<file path="config.mk">
export PLATFORM = sky130hd
export DESIGN_NAME = bitblt_shift_mask_logic
export DESIGN_NICKNAME = d
export VERILOG_FILES = /design/src/design/bitblt_pkg.sv /design/src/design/bitblt_shift_mask_logic.sv
export VERILOG_INCLUDE_DIRS = /design/src /design/src/design
export SDC_FILE = /design/constraint.sdc
export NUM_CORES = 1
export LEC_CHECK = 0
export BUFFER_PORTS_ARGS = -buffer_cell sky130_fd_sc_hd__buf_2
export CORE_MARGIN = 4
export CORE_UTILIZATION = 44
export CTS_CLUSTER_DIAMETER = 100
export DETAILED_ROUTE_END_ITERATION = 8
export GPL_TIMING_DRIVEN = 0
export SETUP_SLACK_MARGIN = 0.02
export SYNTH_ARGS = -nofsm -noshare
export SYNTH_HDL_FRONTEND = slang
export SYNTH_SLANG_ARGS = --single-unit
</file>
<file path="constraint.sdc">
create_clock -name ref_clk -period 6.8 [get_ports ref_clk]
set_input_delay 0.34 -clock ref_clk [delete_from_list [all_inputs] [get_ports ref_clk]]
set_output_delay 0.34 -clock ref_clk [all_outputs]
set_load 0.05 [all_outputs]
</file>
<file path="src/design/bitblt_regs.svh">
// constants for the block-transfer shift, mask and logic front end
// assumes the data port bit 0 is the leftmost pixel of a word
`ifndef BITBLT_REGS_SVH
`define BITBLT_REGS_SVH

`define CTL_WIDTH 13
`define FUNC_WIDTH 4
`define CTL_SWAP_BIT 12
`define CTL_SHIFT_HI 11
`define CTL_SHIFT_LO 8
`define CTL_LEFT_HI 7
`define CTL_LEFT_LO 4
`define CTL_RIGHT_HI 3
`define CTL_RIGHT_LO 0
`define CTL_RESET 13'h0000
`define FUNC_RESET 4'h0
`define WORD_RESET 16'h0000

`endif

</file>
<file path="src/design/bitblt_pkg.sv">
// types shared by the block-transfer front end
// assumes a 16-bit data port
package bitblt_pkg;
  typedef logic [15:0] word_t;
  typedef logic [3:0] code_t;
  typedef enum logic {
    STEER_DEST = 1'b0,
    STEER_SRC = 1'b1
  } steer_t;
endpackage

</file>
<file path="src/design/bitblt_shift_mask_logic.sv">
// block-transfer front end: control and function registers, input latches,
// barrel shifter and masked logic unit
// assumes phases, strobes and data are synchronous levels sampled on ref_clk
`timescale 1ns/10ps
`default_nettype none
`include "bitblt_regs.svh"

module bitblt_shift_mask_logic
  import bitblt_pkg::*;
#(
  parameter int DATA_W = 16
) (
  input wire logic ref_clk,                 // 250 MHz system clock
  input wire logic nrst,                    // async reset, active low
  input wire logic [15:0] data_in,          // data port
  input wire logic control_load_strobe_n,   // control word load, active low
  input wire logic function_load_strobe_n,  // function word load, active low
  input wire logic input_latch_strobe_n,    // master latch enable, active low
  input wire logic source_dest_steer,       // 1 source slave, 0 destination slave
  input wire logic phase_one_clock,         // first phase level
  input wire logic phase_two_clock,         // second phase level
  input wire logic line_draw_sel,           // 1 line draw, 0 block transfer
  input wire logic left_edge_mask_apply,    // apply left mask
  input wire logic right_edge_mask_apply,   // apply right mask
  input wire logic [15:0] fifo_word,        // aligned source word from fifo
  output logic [15:0] shift_word,           // barrel shifter result, to fifo
  output logic [15:0] logic_word            // masked logic result
);

  // ----------------------------------------------------------------
  // elaboration checks
  // ----------------------------------------------------------------
  if (DATA_W != 16) begin : g_bad_width
    $error("data width must be 16");
  end

  // ----------------------------------------------------------------
  // helpers
  // ----------------------------------------------------------------
  // left mask decode
  function automatic word_t left_mask(input code_t n);
    left_mask = ~((16'h0001 << n) - 16'h0001);
  endfunction

  function automatic word_t right_mask(input code_t n);
    logic [16:0] w;
    w = (17'h00002 << n) - 17'h00001;
    right_mask = w[15:0];
  endfunction

  // join upper high bits with lower low bits
  function automatic word_t barrel(input word_t upper, input word_t lower, input code_t i);
    logic [31:0] w;
    w = {lower, upper} >> i;
    barrel = w[15:0];
  endfunction

  function automatic word_t bitop(input code_t f, input word_t s, input word_t d);
    bitop = ({16{f[3]}} & ~s & ~d) | ({16{f[2]}} & ~s & d)
          | ({16{f[1]}} & s & ~d) | ({16{f[0]}} & s & d);
  endfunction

  // ----------------------------------------------------------------
  // state
  // ----------------------------------------------------------------
  logic [12:0] blit_control_ff;
  code_t logic_function_select_ff;
  word_t input_latch_ff;
  word_t src_slave_ff;
  word_t dst_slave_ff;
  word_t shifter_pipe_latch_ff;
  logic pending_ff;
  logic ph1_q_ff;
  logic ph2_q_ff;
  logic ctl_q_ff;
  logic fn_q_ff;
  word_t shift_word_ff;
  word_t logic_word_ff;

  // ----------------------------------------------------------------
  // edge detection and decode
  // ----------------------------------------------------------------
  // inputs are synchronous, so a registered copy is enough for edges
  wire ph1_rise = phase_one_clock & ~ph1_q_ff;
  wire ph2_fall = ~phase_two_clock & ph2_q_ff;
  wire ctl_rise = control_load_strobe_n & ~ctl_q_ff;
  wire fn_rise = function_load_strobe_n & ~fn_q_ff;

  wire swap_bit = blit_control_ff[`CTL_SWAP_BIT];
  wire code_t shift_count = blit_control_ff[`CTL_SHIFT_HI:`CTL_SHIFT_LO];
  wire code_t left_edge_mask_code = blit_control_ff[`CTL_LEFT_HI:`CTL_LEFT_LO];
  wire code_t right_edge_mask_code = blit_control_ff[`CTL_RIGHT_HI:`CTL_RIGHT_LO];

  wire ctl_load = ctl_rise & ~line_draw_sel;
  wire fn_load = fn_rise;
  wire master_load = ph2_fall & ~input_latch_strobe_n;

  // source and destination words kept apart
  wire to_src = ph1_rise & pending_ff & (steer_t'(source_dest_steer) == STEER_SRC);
  wire to_dst = ph1_rise & pending_ff & (steer_t'(source_dest_steer) == STEER_DEST);

  // swap high: source slave is upper word
  wire word_t upper_word = swap_bit ? src_slave_ff : shifter_pipe_latch_ff;
  wire word_t lower_word = swap_bit ? shifter_pipe_latch_ff : src_slave_ff;
  wire word_t nxt_shift_word = barrel(upper_word, lower_word, shift_count);

  wire word_t lmask = left_edge_mask_apply ? left_mask(left_edge_mask_code) : 16'hFFFF;
  wire word_t rmask = right_edge_mask_apply ? right_mask(right_edge_mask_code) : 16'hFFFF;
  wire word_t enable_mask = lmask & rmask;

  wire word_t raw_result = bitop(logic_function_select_ff, fifo_word, dst_slave_ff);
  wire word_t nxt_logic_word = (raw_result & enable_mask) | (dst_slave_ff & ~enable_mask);

  // ----------------------------------------------------------------
  // registers
  // ----------------------------------------------------------------
  always_ff @(posedge ref_clk or negedge nrst) begin
    if (!nrst) begin
      ph1_q_ff <= 1'b0;
      ph2_q_ff <= 1'b0;
      ctl_q_ff <= 1'b1;
      fn_q_ff <= 1'b1;
    end else begin
      ph1_q_ff <= phase_one_clock;
      ph2_q_ff <= phase_two_clock;
      ctl_q_ff <= control_load_strobe_n;
      fn_q_ff <= function_load_strobe_n;
    end
  end

  // reset value carries no meaning; controller loads before use
  always_ff @(posedge ref_clk or negedge nrst) begin
    if (!nrst) begin
      blit_control_ff <= `CTL_RESET;
      logic_function_select_ff <= `FUNC_RESET;
    end else begin
      if (ctl_load) begin
        blit_control_ff <= data_in[`CTL_WIDTH-1:0];
      end
      if (fn_load) begin
        logic_function_select_ff <= data_in[`FUNC_WIDTH-1:0];
      end
    end
  end

  // a capture on the same cycle as a phase-one rise waits for the next rise
  always_ff @(posedge ref_clk or negedge nrst) begin
    if (!nrst) begin
      input_latch_ff <= `WORD_RESET;
      pending_ff <= 1'b0;
    end else begin
      if (master_load) begin
        input_latch_ff <= data_in;
      end
      pending_ff <= master_load | (pending_ff & ~ph1_rise);
    end
  end

  // pipeline takes old source slave on every rise
  always_ff @(posedge ref_clk or negedge nrst) begin
    if (!nrst) begin
      src_slave_ff <= `WORD_RESET;
      dst_slave_ff <= `WORD_RESET;
      shifter_pipe_latch_ff <= `WORD_RESET;
    end else begin
      if (ph1_rise) begin
        shifter_pipe_latch_ff <= src_slave_ff;
      end
      if (to_src) begin
        src_slave_ff <= input_latch_ff;
      end
      if (to_dst) begin
        dst_slave_ff <= input_latch_ff;
      end
    end
  end

  // logic result holds while line drawing, that path is not built here
  always_ff @(posedge ref_clk or negedge nrst) begin
    if (!nrst) begin
      shift_word_ff <= `WORD_RESET;
      logic_word_ff <= `WORD_RESET;
    end else begin
      shift_word_ff <= nxt_shift_word;
      if (!line_draw_sel) begin
        logic_word_ff <= nxt_logic_word;
      end
    end
  end

  assign shift_word = shift_word_ff;
  assign logic_word = logic_word_ff;
endmodule
`default_nettype wire

</file>
# Word level (Yosys, flattened, before mapping)
# Cells that the tools add are included.
[word_totals] reg_bits=118 in_bits=43 out_inout_bits=32
[classes] n_addsub=2 shifts=3 mux=4 bitwise=38
[op_table] operator="$and A16 B16 Y16" n=11
[op_table] operator="$mux W16" n=4
[op_table] operator="$not A16 Y16" n=4
[op_table] operator="$or A16 B16 Y16" n=4
[op_table] operator="$shr A32 B4 Y16" n=1
[op_table] operator="$sub A16 B1 Y16 const B" n=2
[op_table] operator="$shl A1 B4 Y16 const A" n=1
[op_table] operator="$shl A2 B4 Y16 const A" n=1
[op_table] operator="$and A1 B1 Y1" n=10
[op_table] operator="$not A1 Y1" n=8
[op_table] operator="$or A1 B1 Y1" n=1

# Logic depth before layout (Yosys ltp)
[logic_depth] depth_word=8 mapped_depth=10

# Least setup slack after synthesis
# Ideal clock, no wire load.
[synth_path] path_kind="register -> register" from="register blit_control_ff[6]" to="register logic_word_ff[10] (netlist: logic_word[10])" arrival_time_ns=2.643 t_required_ns=6.658 slack_ns=4.015 stages_incl_launch_ff=10 cell_sequence="dfrtp_1 clkbuf_1 clkbuf_1 or4b_2 ha_1 clkbuf_1 and2_1 a2111oi_0 o211a_1 o221ai_1"
[synth_via] elab_chain_len=8 word_cells_on_any_way=9 classes_between="1 x add/sub; 1 x shift; 1 x mux; 6 x bitwise"
[synth_rtl] item="start, declared" line="bitblt_shift_mask_logic.sv:66" text="logic [12:0] blit_control_ff;"
[synth_rtl] item="start signal, assigned" line="bitblt_shift_mask_logic.sv:134" text="blit_control_ff <= `CTL_RESET;"
[synth_rtl] item="start signal, assigned" line="bitblt_shift_mask_logic.sv:138" text="blit_control_ff <= data_in[`CTL_WIDTH-1:0];"
[synth_rtl] item="$shl A1 B4 Y16 *" line="bitblt_shift_mask_logic.sv:42" text="left_mask = ~((16'h0001 << n) - 16'h0001);"
[synth_rtl] item="$sub A16 B1 Y16 *" line="bitblt_shift_mask_logic.sv:42"
[synth_rtl] item="$not A16 Y16 *" line="bitblt_shift_mask_logic.sv:42"
[synth_rtl] item="$mux W16 *" line="bitblt_shift_mask_logic.sv:107" text="wire word_t lmask = left_edge_mask_apply ? left_mask(left_edge_mask_code) : 16'hFFFF;"
[synth_rtl] item="$and A16 B16 Y16 *" line="bitblt_shift_mask_logic.sv:109" text="wire word_t enable_mask = lmask & rmask;"
[synth_rtl] item="$not A16 Y16" line="bitblt_shift_mask_logic.sv:112" text="wire word_t nxt_logic_word = (raw_result & enable_mask) | (dst_slave_ff & ~enable_mask);"
[synth_rtl] item="$and A16 B16 Y16" line="bitblt_shift_mask_logic.sv:112"
[synth_rtl] item="$or A16 B16 Y16 *" line="bitblt_shift_mask_logic.sv:112"
[synth_rtl] item="end signal, assigned" line="bitblt_shift_mask_logic.sv:182" text="logic_word_ff <= `WORD_RESET;"
[synth_rtl] item="end signal, assigned" line="bitblt_shift_mask_logic.sv:186" text="logic_word_ff <= nxt_logic_word;"
[synth_rtl] item="end, declared" line="bitblt_shift_mask_logic.sv:78" text="word_t logic_word_ff;"
# Mark *: on every way between the ends. The rest lies on a longest branch, timed or not.
# A chain may end at the register's enable or synchronous reset.

# Worst setup path after layout
[layout_path] from="register blit_control_ff[6]" to="register logic_word_ff[14] (netlist: logic_word[14])"
# The elaborated chain is that of the path after synthesis.

==> impl_results.md <==
* Status: complete, no violations
* Ys flop type: dfrtp_1
* Grt ovf at 0
* Top cells by area, synth: dfrtp_1, mux2_2, mux2i_1, mux4_2, nand2_1
* TritonCTS Sinks at 118
* FFs w/ async S/R, synth at 100%
* GP Congestion at 0.950
* Via count at 5736
* RR Endpoint: logic_word[14]
* Final Util at between 50% and 60%
* Power per cell area at 445 nW/um^2
* Top-area cell type share of the netlist area at 41.6%
* Cell Rows at 45
* RR Startpoint: blit_control_ff[6]
* Initial antenna violation count at 0
* Minimum clock period at 3310 ps
* WL/cell at between 20 and 25 um
* Die Height at ~130 um
* Max cap viols at 0
* Share of cells above drive strength 1 at 33.8%
* Synth Warn # at 0
* Top cells by count, synth: dfrtp_1, mux2_2, nand2_1
* Initial Util at 45.4%
* CP max FO at 10
* Pre-antenna DRT Iters at 6
* DRT iter0 DRCs at roughly 470
* Post-Syn Instances at 618
* Crit path kind: reg -> reg
* EDFF count, synth at 0
* Seq/Total Area, Yosys at a little over two fifths
* Synthesized Nets at approximately 660
* Die W at 134 um
* Number of global-route vias before repair at ~5800
* Drt total wl at 22.2 mm
* Nets at 757
* Post-synthesis compound-gate area fraction at 15.7%
* Final TNS setup at 0 ps
* Critical Path End: logic_word[14]
* Min-Delay Startpoint: control_load_strobe_n
* Flop-to-flop setup slack at 3490 ps
* DP Wirelength at between 15 and 20 mm
* IO Pins at 75
* Period utilization at around 49%
* Deepest clock path buffer count at 2
* F_max at about 300 MHz
* CTS Root Cell: clkbuf_16
* Post-synthesis simple-gate area fraction at 9.24%
* Worst IR Drop VDD at 0.212 mV
* H-tree Lvls at 4
* CP startpoint kind: flop
* Buffers on Ports at 73
* Tightest Pin Transition at 1170 ps
* DRC at 0
* Post-synthesis area per instance at 11.3 um^2
* FF+latch count, synth at 118
* Worst Path Required at 7100 ps
* TritonCTS clock tree: yes
* Largest net degree at the start of global routing at 65
* Largest family of logic cells by synthesized area: multiplexers
* Area grow syn2layout at 18.3%
* RSZ-0062 raised after global routing: false
* Slew margin rel. at 22.0%
* Proportion of synthesized area in mux cells at about 28%
* Hold slack at 29.8 ps
* Clock latency on the worst-skew pair at approximately 420 ps
* Hold Violations, Final at 0
* First-pass GRT wire length at 34.7 mm
* Mapped Area at approximately 7000 um^2
* Hold WC Path Type: in -> reg
* Reg2reg path depth at 9
* Final setup viols at 0
* Vias/cell at 6.13
* CTS Buf Count at 17
* N_diodes at 0
* Yosys top cell by area: dfrtp_1
* Placed cell areas at 7640 um^2
* CP arrival at between 3000 and 4000 ps
* Routed Antenna Nets at 0
* Clock Skews at 10.8 ps
* Synth unique cells at 68
* CTS clk-pin slew, worst paths at 60 ps
* Leakage power at between 3 and 4 nW
* Adder-cell area share of the yosys netlist at less than 1%
* Beginning of the critical path: blit_control_ff[6]
* Core Area at 15400 um^2
* Max Slew Vio Count at 0
* Tot GR Track Use at 25.5%
* Xor-xnor portion of the synthesized cell area at 0.502%
* Fin area at 8250 um^2
* Most common cell in the netlist: dfrtp_1
* Die area at 17900 um^2
* CP endpoint kind: flop
layer usage:
| metal | wire length, um | vias to the layer above | track usage, % |
|---|---|---|---|
| met5 | 0 | - | 0 |
| met2 | 10200 | 212 | 39.1 |
| met4 | 492 | 0 | 8.46 |
| li1 | - | 2569 | - |
| met3 | 1390 | 42 | 6.30 |
| met1 | 10100 | 2913 | 35.7 |
stage by stage:
step | power (W) | setup slack, ps | cells
finish | 0.00367 | 3490 | 936
CTS | 0.00367 | 3580 | 936
floorplan | 0.00224 | 4020 | 618
global placement | 0.00271 | 3650 | 902
global route | 0.00386 | 3310 | 936
detailed placement | 0.00272 | 3630 | 903
layout by cell type (no fill, tap or decap), drive strengths merged, types with 6 or more instances in the layout:
| cell | count |
|---|---|
| dfrtp | 116 |
| mux2 | 113 |
| buf | 85 |
| clkbuf | 56 |
| nand2 | 53 |
| mux2i | 42 |
| o22ai | 26 |
| o22a | 17 |
| inv | 15 |
| o21ai | 14 |
| mux4 | 12 |
| nor2b | 11 |
| a21oi | 10 |
| o221ai | 8 |
| nand2b | 8 |
| nor2 | 7 |
| or3 | 7 |
| nand3 | 6 |
| a2bb2oi | 6 |
| o211ai | 6 |
| clkinv | 6 |
registers in the layout, indices dropped and copies added (netlist names):
name and count:
fn_q_ff 1, blit_control_ff 13, shifter_pipe_latch_ff 16, dst_slave_ff 16, logic_function_select_ff 4, pending_ff 1, ph2_q_ff 1, ctl_q_ff 1
logic_word 16, src_slave_ff 16, input_latch_ff 16, shift_word 16, ph1_q_ff 1
worst max-delay path, stage by stage, from the launching register on:
cell and delay [ps]:
dfrtp_1 370, clkbuf_1 210, clkbuf_1 290, or4b_2 690, ha_1 200, clkbuf_1 200, nor4b_1 220, a222oi_1 580
a21oi_1 150, a211o_1 280
cell families after synthesis:
| kind of cell | Yosys count |
|---|---|
| muxes | 167 |
| xor gates and xnor gates | 4 |
| and+or+nand+nor | 123 |
| buffers and inverters | 61 |
| AOI/OAI and AO/OA | 143 |
| adders and majority gates | 2 |
| DFF | 118 |
repair_timing:
item | 4_1_cts | 5_1_grt
hold endpoints to repair | 54 | 0
gates resized for setup | 0 | 0
buffers inserted | 0 | 0
hold buffers | 1 | 0
endpoints found under the setup margin | 0 | 0
how the worst min path moves through the flow:
stage | cells after the start | end
after floorplan | 0 | blit_control_ff[0]
after global placement | 1 | ctl_q_ff
after detailed placement | 1 | shift_word[15]
after CTS | 1 | ctl_q_ff
after global routing | 1 | ctl_q_ff
final | 1 | ctl_q_ff
power breakdown:
part	internal [W]	switching (W)	total, W	leakage, nW
combinational	0.000629	0.000935	0.00156	1.85
sequential	0.000942	0.000235	0.00118	1.43
clock	0.000586	0.000342	0.000928	0.290
final cells by class:
cell class | count | area (um^2)
multi-input combinational | 439 | 3770
buffer | 47 | 203
tap | 211 | 264
sequential | 118 | 2960
clock buffer | 20 | 447
inverter | 14 | 52.6
fill | 1375 | 7120
clock inverter | 12 | 155
timing repair buffer | 75 | 409
(Power assumes the default switching activity.)
